==> src/include/ptr_regs.vh <==
// Constants for the PWM, timer and converter trigger routing block
`ifndef PTR_REGS_VH
`define PTR_REGS_VH

// ----------------------------------------------------------------------
// Routing selection bit positions
// ----------------------------------------------------------------------
`define PTR_SEL_RELOAD_TO_CH3   0
`define PTR_SEL_CH3_TO_MASTER   1
`define PTR_SEL_CH2_TO_SECOND   2
`define PTR_SEL_LIMITS_TO_PWM   3
`define PTR_SEL_TIMER_TO_PWM    4
`define PTR_SEL_GPIO_TO_PWM     5
`define PTR_SEL_WIDTH           6
`define PTR_SEL_RESET           6'h00

// ----------------------------------------------------------------------
// Converter operating modes
// ----------------------------------------------------------------------
`define PTR_MODE_WIDTH          2
`define PTR_MODE_SEQUENTIAL     2'h0
`define PTR_MODE_PARALLEL       2'h1
`define PTR_MODE_PAR_INDEP      2'h2

// ----------------------------------------------------------------------
// PWM control source widths
// ----------------------------------------------------------------------
`define PTR_PWM_CTRL_WIDTH      4
`define PTR_GPIO_WIDTH          4
`define PTR_TIMER_WIDTH         4

`endif

==> src/ptr_router_unused_guard.v <==
// Compilation unit without logic, holds only the time scale
`timescale 1ns/10ps

==> src/ptr_edge.v <==
// Rising edge detector giving one pulse per source pulse
`timescale 1ns/10ps
`default_nettype none

module ptr_edge (
  // Clock and reset
  input  wire clk,
  input  wire rst,
  // Level in, pulse out
  input  wire level_in,
  output reg  pulse_q
);

  reg prev_q;

  always @(posedge clk or posedge rst) begin
    if (rst) begin
      prev_q  <= 1'b0;
      pulse_q <= 1'b0;
    end else begin
      prev_q  <= level_in;
      pulse_q <= level_in & ~prev_q;
    end
  end

endmodule // ptr_edge

`default_nettype wire

==> src/ptr_router.v <==
// Trigger and protection routing between PWM, timer A and converters
`timescale 1ns/10ps
`default_nettype none
`include "ptr_regs.vh"

module ptr_router (
  // Clock and reset
  input  wire                          clk,
  input  wire                          rst,
  // Selection and mode from the system integration module
  input  wire [`PTR_SEL_WIDTH-1:0]     route_sel,
  input  wire [`PTR_MODE_WIDTH-1:0]    converter_mode,
  // PWM generator
  input  wire                          pwm_reload_pulse,
  output reg  [`PTR_PWM_CTRL_WIDTH-1:0] pwm_ctrl_q,
  // Timer module A
  input  wire                          timer_module_a_ch2_out,
  input  wire                          timer_module_a_ch3_out,
  output reg                           timer_module_a_ch3_in_q,
  input  wire [`PTR_TIMER_WIDTH-1:0]   timer_pwm_src,
  // GPIO pins (asynchronous)
  input  wire [`PTR_GPIO_WIDTH-1:0]    gpio_pwm_src,
  // Converters
  input  wire                          converter_a_over,
  input  wire                          converter_a_under,
  input  wire                          converter_b_over,
  input  wire                          converter_b_under,
  output reg                           converter_master_trigger_q,
  output reg                           converter_second_trigger_q,
  output reg                           converter_a_start_q,
  output reg                           converter_b_start_q
);

  // ----------------------------------------------------------------------
  // Helpers
  // ----------------------------------------------------------------------
  function sel_bit;
    input [`PTR_SEL_WIDTH-1:0] sel;
    input integer              pos;
    begin
      sel_bit = sel[pos];
    end
  endfunction

  function [`PTR_PWM_CTRL_WIDTH-1:0] gate_vec;
    input                           en;
    input [`PTR_PWM_CTRL_WIDTH-1:0] vec;
    begin
      gate_vec = {`PTR_PWM_CTRL_WIDTH{en}} & vec;
    end
  endfunction

  // ----------------------------------------------------------------------
  // GPIO synchroniser
  // ----------------------------------------------------------------------
  // First stage feeds only the second stage
  reg [`PTR_GPIO_WIDTH-1:0] gpio_meta_q;
  reg [`PTR_GPIO_WIDTH-1:0] gpio_sync_q;

  always @(posedge clk or posedge rst) begin
    if (rst) begin
      gpio_meta_q <= {`PTR_GPIO_WIDTH{1'b0}};
      gpio_sync_q <= {`PTR_GPIO_WIDTH{1'b0}};
    end else begin
      gpio_meta_q <= gpio_pwm_src;
      gpio_sync_q <= gpio_meta_q;
    end
  end

  // ----------------------------------------------------------------------
  // Trigger edge detection
  // ----------------------------------------------------------------------
  // Edges, not levels, so a long source high cannot give repeat starts
  wire ch3_pulse;
  wire ch2_pulse;

  ptr_edge u_edge_ch3 (
    .clk      (clk),
    .rst      (rst),
    .level_in (timer_module_a_ch3_out),
    .pulse_q  (ch3_pulse)
  );

  ptr_edge u_edge_ch2 (
    .clk      (clk),
    .rst      (rst),
    .level_in (timer_module_a_ch2_out),
    .pulse_q  (ch2_pulse)
  );

  // ----------------------------------------------------------------------
  // Routing decode
  // ----------------------------------------------------------------------
  wire en_reload = sel_bit(route_sel, `PTR_SEL_RELOAD_TO_CH3);
  wire en_master = sel_bit(route_sel, `PTR_SEL_CH3_TO_MASTER);
  wire en_second = sel_bit(route_sel, `PTR_SEL_CH2_TO_SECOND);
  wire en_limits = sel_bit(route_sel, `PTR_SEL_LIMITS_TO_PWM);
  wire en_timer  = sel_bit(route_sel, `PTR_SEL_TIMER_TO_PWM);
  wire en_gpio   = sel_bit(route_sel, `PTR_SEL_GPIO_TO_PWM);

  // Unknown mode code starts nothing
  reg mode_joint;
  reg mode_indep;

  always @* begin
    mode_joint = 1'b0;
    mode_indep = 1'b0;
    case (converter_mode)
      `PTR_MODE_SEQUENTIAL: mode_joint = 1'b1;
      `PTR_MODE_PARALLEL:   mode_joint = 1'b1;
      `PTR_MODE_PAR_INDEP:  mode_indep = 1'b1;
      default:              mode_joint = 1'b0;
    endcase
  end

  wire master_d = en_master & ch3_pulse;
  wire second_d = en_second & ch2_pulse;

  // ----------------------------------------------------------------------
  // PWM control sources
  // ----------------------------------------------------------------------
  // Limits are OR-ed across both converters: either one may stop the PWM
  wire over_any;
  wire under_any;

  assign over_any  = converter_a_over | converter_b_over;
  assign under_any = converter_a_under | converter_b_under;

  wire [`PTR_PWM_CTRL_WIDTH-1:0] limit_vec;
  assign limit_vec = {2'h0, under_any, over_any};

  reg  [`PTR_PWM_CTRL_WIDTH-1:0] pwm_ctrl_d;

  // GPIO part lags two cycles behind the others through the synchroniser
  always @* begin
    pwm_ctrl_d = gate_vec(en_limits, limit_vec);
    pwm_ctrl_d = pwm_ctrl_d | gate_vec(en_timer, timer_pwm_src);
    pwm_ctrl_d = pwm_ctrl_d | gate_vec(en_gpio, gpio_sync_q);
  end

  // ----------------------------------------------------------------------
  // Reload path into timer module A channel 3
  // ----------------------------------------------------------------------
  // No edge detector: the reload is already a one-cycle pulse on this clock
  reg ch3_in_d;

  always @* begin
    ch3_in_d = en_reload & pwm_reload_pulse;
  end

  always @(posedge clk or posedge rst) begin
    if (rst) begin
      timer_module_a_ch3_in_q <= 1'b0;
    end else begin
      timer_module_a_ch3_in_q <= ch3_in_d;
    end
  end

  // ----------------------------------------------------------------------
  // Converter trigger outputs
  // ----------------------------------------------------------------------
  always @(posedge clk or posedge rst) begin
    if (rst) begin
      converter_master_trigger_q <= 1'b0;
      converter_second_trigger_q <= 1'b0;
    end else begin
      converter_master_trigger_q <= master_d;
      converter_second_trigger_q <= second_d;
    end
  end

  // ----------------------------------------------------------------------
  // Converter start outputs
  // ----------------------------------------------------------------------
  // In independent mode the master starts converter A alone
  reg a_start_d;
  reg b_start_d;

  always @* begin
    a_start_d = master_d & (mode_joint | mode_indep);
    b_start_d = 1'b0;
    if (mode_joint) begin
      b_start_d = master_d;
    end else if (mode_indep) begin
      b_start_d = second_d;
    end
  end

  always @(posedge clk or posedge rst) begin
    if (rst) begin
      converter_a_start_q <= 1'b0;
      converter_b_start_q <= 1'b0;
    end else begin
      converter_a_start_q <= a_start_d;
      converter_b_start_q <= b_start_d;
    end
  end

  // ----------------------------------------------------------------------
  // PWM control output
  // ----------------------------------------------------------------------
  always @(posedge clk or posedge rst) begin
    if (rst) begin
      pwm_ctrl_q <= {`PTR_PWM_CTRL_WIDTH{1'b0}};
    end else begin
      pwm_ctrl_q <= pwm_ctrl_d;
    end
  end

endmodule // ptr_router

`default_nettype wire

==> config.mk <==
export PLATFORM = sky130hd
export DESIGN_NAME = ptr_router
export DESIGN_NICKNAME = d
export VERILOG_FILES = /design/src/ptr_router_unused_guard.v /design/src/ptr_edge.v /design/src/ptr_router.v
export VERILOG_INCLUDE_DIRS = /design/src /design/src/include
export SDC_FILE = /design/constraint.sdc
export NUM_CORES = 1
export LEC_CHECK = 0
export BUFFER_PORTS_ARGS = -buffer_cell sky130_fd_sc_hd__buf_4
export CAP_MARGIN = 20
export CORE_MARGIN = 4
export CORE_UTILIZATION = 44
export CTS_CLUSTER_SIZE = 24
export DETAILED_ROUTE_END_ITERATION = 10
export GPL_TIMING_DRIVEN = 1
export PLACE_DENSITY_LB_ADDON = 0.12
export SLEW_MARGIN = 30
export SYNTH_ARGS = -nofsm -noshare
export SYNTH_HDL_FRONTEND = slang
export SYNTH_SLANG_ARGS = --single-unit
==> constraint.sdc <==
create_clock -name clk -period 1.3 [get_ports clk]
set_input_delay 0.065 -clock clk [delete_from_list [all_inputs] [get_ports clk]]
set_output_delay 0.065 -clock clk [all_outputs]
set_load 0.005 [all_outputs]
==> results of run 1 <==
cells in the mapped netlist:
master     n  area (µm²)
nand4b_1   1        8.76
a22o_2     2        20.0
and2_1     2        12.5
nand2_1    3        11.3
o21ai_0    3        15.0
nor2b_1    2        12.5
a21oi_1    1        5.00
a22oi_1    2        15.0
dfrtp_1   21         526
inv_1      2        7.51
path summary, 6_finish.rpt:
check,from,endpoint,cells after the start
setup / recovery,converter_a_under,pwm_ctrl_q[1],5
setup reg to reg,u_edge_ch3.pulse_q,converter_a_start_q,3
max in group asynchronous,rst,pwm_ctrl_q[2],4
hold / removal,converter_a_over,pwm_ctrl_q[0],3
min in group asynchronous,rst,converter_a_start_q,4
hold reg to reg,gpio_meta_q[0],gate_vec.vec[0],0
area by class of cell:
class / count / area [µm²] / share of cell area, %
Multi-Input combinational cell: 16 / 100 / 8.68
Clock buffer: 4 / 26.3 / 2.28
Tap cell: 15 / 18.8 / 1.63
Sequential cell: 21 / 526 / 45.6
Inverter: 2 / 7.51 / 0.651
Timing Repair Buffer: 56 / 475 / 41.2
layout by cell type, fill, tap and decap left out, drive strengths merged:
master | synthesis | routed
a21oi | 1 | 1
a22o | 2 | 2
a22oi | 2 | 2
and2 | 2 | 2
buf | 0 | 34
clkbuf | 0 | 4
dfrtp | 21 | 21
dlygate4sd3 | 0 | 22
inv | 2 | 2
nand2 | 3 | 3
nand4b | 1 | 1
nor2b | 2 | 2
o21ai | 3 | 3
metal layers:
| layer | share of wire (%) | vias to the layer above | GRT usage (%) |
|---|---|---|---|
| li1 | - | 249 | - |
| met1 | 35 | 263 | 15.3 |
| met2 | 58 | 19 | 29.1 |
| met3 | 6.2 | 0 | 6.32 |
| met4 | 0 | 0 | 7.39 |
| met5 | 0 | - | 0 |
critical path: cells and delay by family:
kind / cells / cell delay [ns]
compound gates: 1 / 0.10
buf+inv: 3 / 1.24
simple gates: 1 / 0.06
report_power, final:
| part | switching, W | internal [W] | total (W) |
|---|---|---|---|
| sequential | 0.00000996 | 0.000687 | 0.000697 |
| combinational | 0.0000569 | 0.000122 | 0.000179 |
| clock | 0.000180 | 0.000119 | 0.000300 |
| total | 0.000247 | 0.000929 | 0.00118 |
logic make-up after synthesis:
group / after synthesis / share of synthesized area (%)
AO/OA/AOI/OAI: 8 / 8.69
buffers and inverters: 2 / 1.19
flip-flops: 21 / 83.0
AND/OR/NAND/NOR: 8 / 7.11
per-stage QoR:
stage	hold slack (ns)	setup slack (ns)
5_1_grt	0.0181	0.0228
6_report	0.0164	0.0155
2_1_floorplan	0.0415	0.607
4_1_cts	0.00230	0.0299
3_3_place_gp	0.108	0.605
3_5_place_dp	0.131	0.596
flip-flops by register name (all words and copies together), names as in the netlist:
register                    cells
u_edge_ch3.pulse_q              1
timer_module_a_ch3_in_q         1
converter_a_start_q             1
pwm_ctrl_q                      4
converter_second_trigger_q      1
u_edge_ch2.pulse_q              1
gpio_meta_q                     4
gate_vec.vec                    4
u_edge_ch2.prev_q               1
converter_master_trigger_q      1
u_edge_ch3.prev_q               1
converter_b_start_q             1
what timing repair did:
item                                   in CTS  in global routing
hold buffers                               20                  2
setup endpoints to repair                   0                  1
endpoints found under the hold margin      36                  2
gates resized for setup                     0                  1
==> flow_metrics.env, run 1 <==
export IMPL_globalplace_congestion=0.662
export IMPL_place_inst=88
export IMPL_vias=531
export IMPL_r2r_slack_ns=0.12
export IMPL_tns_ns=0
export IMPL_worst_pin_slew_ns=0.249
export IMPL_num_antenna_cells=0
export IMPL_cpMostUsedCell="dlygate4sd3_1"
export IMPL_final_cells=114
export IMPL_path_class="primary input to flip-flop"
export IMPL_cap_violations=0
export IMPL_post_drt_via_cell_ratio=4.66
export IMPL_slew_violations=0
export IMPL_min_path_type="primary input to flip-flop"
export IMPL_fin_area_um2=1150
export IMPL_cts_buffer_depth=2
export IMPL_first_pass_iters=4
export IMPL_fp_dieH_um=45.9
export IMPL_slowest_delay_ns=0.57
export IMPL_overflow=0
export IMPL_cp_slowest_cell="dlygate4sd3_1"
export IMPL_cts_buffers_inserted=3
export IMPL_placed_area_um2=907
export IMPL_ir_worst_vdd_mv=0.805
export IMPL_cp_arrival_ns=1.46
export IMPL_required_ns=1.48
export IMPL_detailedRoute_firstIterationViolations=4
export IMPL_start_util_pct=47.5
export IMPL_grt_max_degree=22
export IMPL_cts_sinks=21
export IMPL_fin_nets=125
export IMPL_p_total_w=0.00118
export IMPL_track_usage_pct=16.0
export IMPL_grt_pass1_wl_um=2330
export IMPL_wl_per_cell_um=14.0
export IMPL_setup_viol=0
export IMPL_min_period_over_period_pct=98.8
export IMPL_grt_pass1_vias=583
export IMPL_report_final_hold_viol_count=0
export IMPL_dieArea_um2=2110
export IMPL_io_buffers=33
export IMPL_rsz0062_at_grt="no"
export IMPL_synth_cells=39
export IMPL_clock_latency_ns=0.29
export IMPL_synth_cell_type_count=10
export IMPL_htree_levels=1
export IMPL_syn_area_um2=633
export IMPL_finalCriticalPeriod_ns=1.28
export IMPL_n_fill_cell=70
export IMPL_route_detailed_drc=0
export IMPL_skew_ns=0.00544
export IMPL_rows=13
export IMPL_clk_pin_slew_ns=0.11
export IMPL_ant_nets=0
export IMPL_antenna_found_initial=0
export IMPL_slew_headroom_pct=83.4
export IMPL_drive_gt1_share_pct=39.4
export IMPL_ys_seq_area_share_pct=83.0
export IMPL_fin_util_pct=86.5
export IMPL_cts_tree="built"
export IMPL_synth_fp_nets=64
export IMPL_yosys_warnings=0
export IMPL_cts_root_buffer="clkbuf_4"
export IMPL_cp_max_fo=1
export IMPL_synth_area_per_cell_um2=16.2
export IMPL_drt_total_wl_um=1590
export IMPL_fmax_mhz=778
export IMPL_worstPathCellList="dlygate4sd3_1 > buf_4 > o21ai_1 > dlygate4sd3_1 > nand2_1"
export IMPL_synth_seq_cells=21
export IMPL_power_leakage_nw=0.583
export IMPL_core_area_um2=1330
export IMPL_dp_hpwl_um=903
export IMPL_cts_setup_buffers=0
export IMPL_status="finished, final reports clean"
export IMPL_power_density_nw_per_um2=1020
export IMPL_start_kind="primary input"
export IMPL_io_pins=34
export IMPL_area_delta_synth_final_pct=82.2
export IMPL_dieWidth_um=45.9
export IMPL_endpoint_kind="flip-flop"
Note: power is estimated with default switching activity, not from simulation.
==> run 2, diff against run 1 <==
- CORE_UTILIZATION: 44 -> 47
- CTS_BUF_LIST: default -> sky130_fd_sc_hd__clkbuf_8
==> run 2 against run 1 <==
Worst hold slack lost 0.0095 ns; count of clock-buffer cells in the layout down 1; routed wire length down 3.3%; setup slack better by 0.10 ns; final area decreased by 9.8%; core utilization increased by 1.3 points; sequential power hardly changed; combinational power shrank 18%; critical path depth is 1 lower; register-to-register slack better by 0.03 ns; flip-flop and latch count stayed put; critical path type unchanged; largest cell class unchanged; largest power group unchanged; highest routed layer is now met4.
==> flow_metrics.env, run 2 (synthesis results as in run 1) <==
export IMPL_ir_worst_vdd_mv=1.02
export IMPL_worst_pin_slew_ns=0.252
export IMPL_dieWidth_um=44.7
export IMPL_min_path_type="primary input to flip-flop"
export IMPL_fin_area_um2=1040
export IMPL_io_buffers=33
export IMPL_hold_depth=2
export IMPL_cts_sinks=21
export IMPL_placed_area_um2=906
export IMPL_tns_ns=0
export IMPL_post_drt_via_cell_ratio=4.87
export IMPL_power_switching_w=0.000262
export IMPL_route_detailed_drc=0
export IMPL_clock_latency_ns=0.26
export IMPL_r2r_end="converter_a_start_q"
export IMPL_skew_ns=0.000603
export IMPL_required_ns=1.50
export IMPL_cts_tree="built"
export IMPL_p_int_w=0.000995
export IMPL_power_leakage_nw=0.539
export IMPL_report_final_hold_viol_count=0
export IMPL_cts_buffers_inserted=3
export IMPL_most_common_layout_cells="buf_4, dfrtp_1, dlygate4sd3_1"
export IMPL_path_class="primary input to flip-flop"
export IMPL_globalplace_congestion=0.640
export IMPL_first_pass_iters=2
export IMPL_fp_dieH_um=44.7
export IMPL_status="finished, final reports clean"
export IMPL_detailedRoute_firstIterationViolations=2
export IMPL_slew_headroom_pct=83.2
export IMPL_overflow=0
export IMPL_setup_viol=0
export IMPL_fmax_mhz=844
export IMPL_slew_violations=0
export IMPL_grt_pass1_wl_um=2380
export IMPL_start_util_pct=53.4
export IMPL_cts_setup_buffers=0
export IMPL_track_usage_pct=18.2
export IMPL_rows=12
export IMPL_finalWorstSetupSlack_ns=0.116
export IMPL_grt_pass1_vias=547
export IMPL_min_period_over_period_pct=91.1
export IMPL_drt_total_wl_um=1540
export IMPL_clk_pin_slew_ns=0.07
export IMPL_wl_per_cell_um=15.4
export IMPL_r2r_slack_ns=0.15
export IMPL_cap_violations=0
export IMPL_cts_root_buffer="clkbuf_8"
export IMPL_cts_buffer_depth=2
export IMPL_cp_max_fo=2
export IMPL_core_area_um2=1190
export IMPL_vias=487
export IMPL_power_density_nw_per_um2=1210
export IMPL_critPathLaunch="converter_mode[0]"
export IMPL_switching_share_pct=20.8
export IMPL_io_pins=34
export IMPL_dieArea_um2=2000
export IMPL_final_common_cell="buf_4"
export IMPL_cp_arrival_ns=1.38
export IMPL_drive_gt1_share_pct=45.3
export IMPL_comb_power_share_pct=11.6
export IMPL_antenna_found_initial=0
export IMPL_grt_max_degree=22
export IMPL_seqPwrFrac_pct=55.7
export IMPL_htree_levels=1
export IMPL_reg2regPathDepth=3
export IMPL_area_delta_synth_final_pct=64.4
export IMPL_clockPowerShare_pct=32.7
export IMPL_dp_hpwl_um=983
export IMPL_fin_hold_ws_ns=0.00684
export IMPL_ant_nets=0
export IMPL_r2r_start="u_edge_ch3.pulse_q"
export IMPL_rsz0062_at_grt="no"
export IMPL_cp_endpoint="converter_a_start_q"
export IMPL_place_ws_ns=0.583
export IMPL_fin_nets=112
export IMPL_start_kind="primary input"
export IMPL_num_antenna_cells=0
export IMPL_finalCriticalPeriod_ns=1.18
export IMPL_endpoint_kind="flip-flop"
-- run 2: cell types whose count changed in the layout (fill, tap and decap cells not counted) --
| cell | delta |
|---|---|
| inv_1 | +1 |
| clkbuf_1 | -1 |
| o21ai_1 | -1 |
| clkbuf_8 | +3 |
| clkbuf_4 | -3 |
| dlygate4sd3_1 | -13 |
| o21ai_0 | +1 |
-- run 2: worst min path at each step --
stage,startpoint,to,slack (ns)
after floorplan,rst,converter_a_start_q,0.04
after global placement,rst,converter_a_start_q,0.11
after detailed placement,rst,converter_b_start_q,0.11
after CTS,converter_mode[1],converter_b_start_q,0.003
after global routing,pwm_reload_pulse,timer_module_a_ch3_in_q,0.02
final,converter_mode[1],converter_b_start_q,0.007
-- run 2: per-stage QoR --
stage	instances	power (W)	utilization, %
6_report	100	0.00126	87.8
3_5_place_dp	87	0.000835	76.4
2_1_floorplan	39	0.000739	-
3_3_place_gp	87	0.000827	76.4
4_1_cts	100	0.00126	87.8
5_1_grt	100	0.00132	87.8
-- run 2: critical path: stages --
cell	delay, ns
dlygate4sd3_1	0.54
buf_4	0.14
a21oi_1	0.10
dlygate4sd3_1	0.55
-- run 2: per-layer routing --
metal	part of all wire [%]	GRT usage (%)	up-vias
met1	30	16.8	238
met3	8.3	6.77	3
li1	-	-	223
met5	0	0	-
met2	60	34.1	23
met4	1.8	9.04	0
-- run 2: cell type report --
class                      instances  area (µm²)
clock buffer                       3        41.3
clock inverter                     1        3.75
fill                              54         145
inverter                           2        7.51
multi-input combinational         16         100
sequential                        21         526
tap                               14        17.5
timing repair buffer              43         345
-- run 2: power by group through the flow --
stage / clock [W] / sequential (W) / combinational, W
2_1_floorplan: 0 / 0.000711 / 0.0000283
3_5_place_dp: 0 / 0.000711 / 0.000125
5_1_grt: 0.000458 / 0.000702 / 0.000159
4_1_cts: 0.000420 / 0.000699 / 0.000145
6_report: 0.000411 / 0.000699 / 0.000146
3_3_place_gp: 0 / 0.000708 / 0.000119
-- run 2: timing repair --
| item | 4_1_cts | 5_1_grt |
|---|---|---|
| endpoints found under the hold margin | 28 | 0 |
| resized for setup | 0 | 0 |
| hold buffers | 9 | 0 |
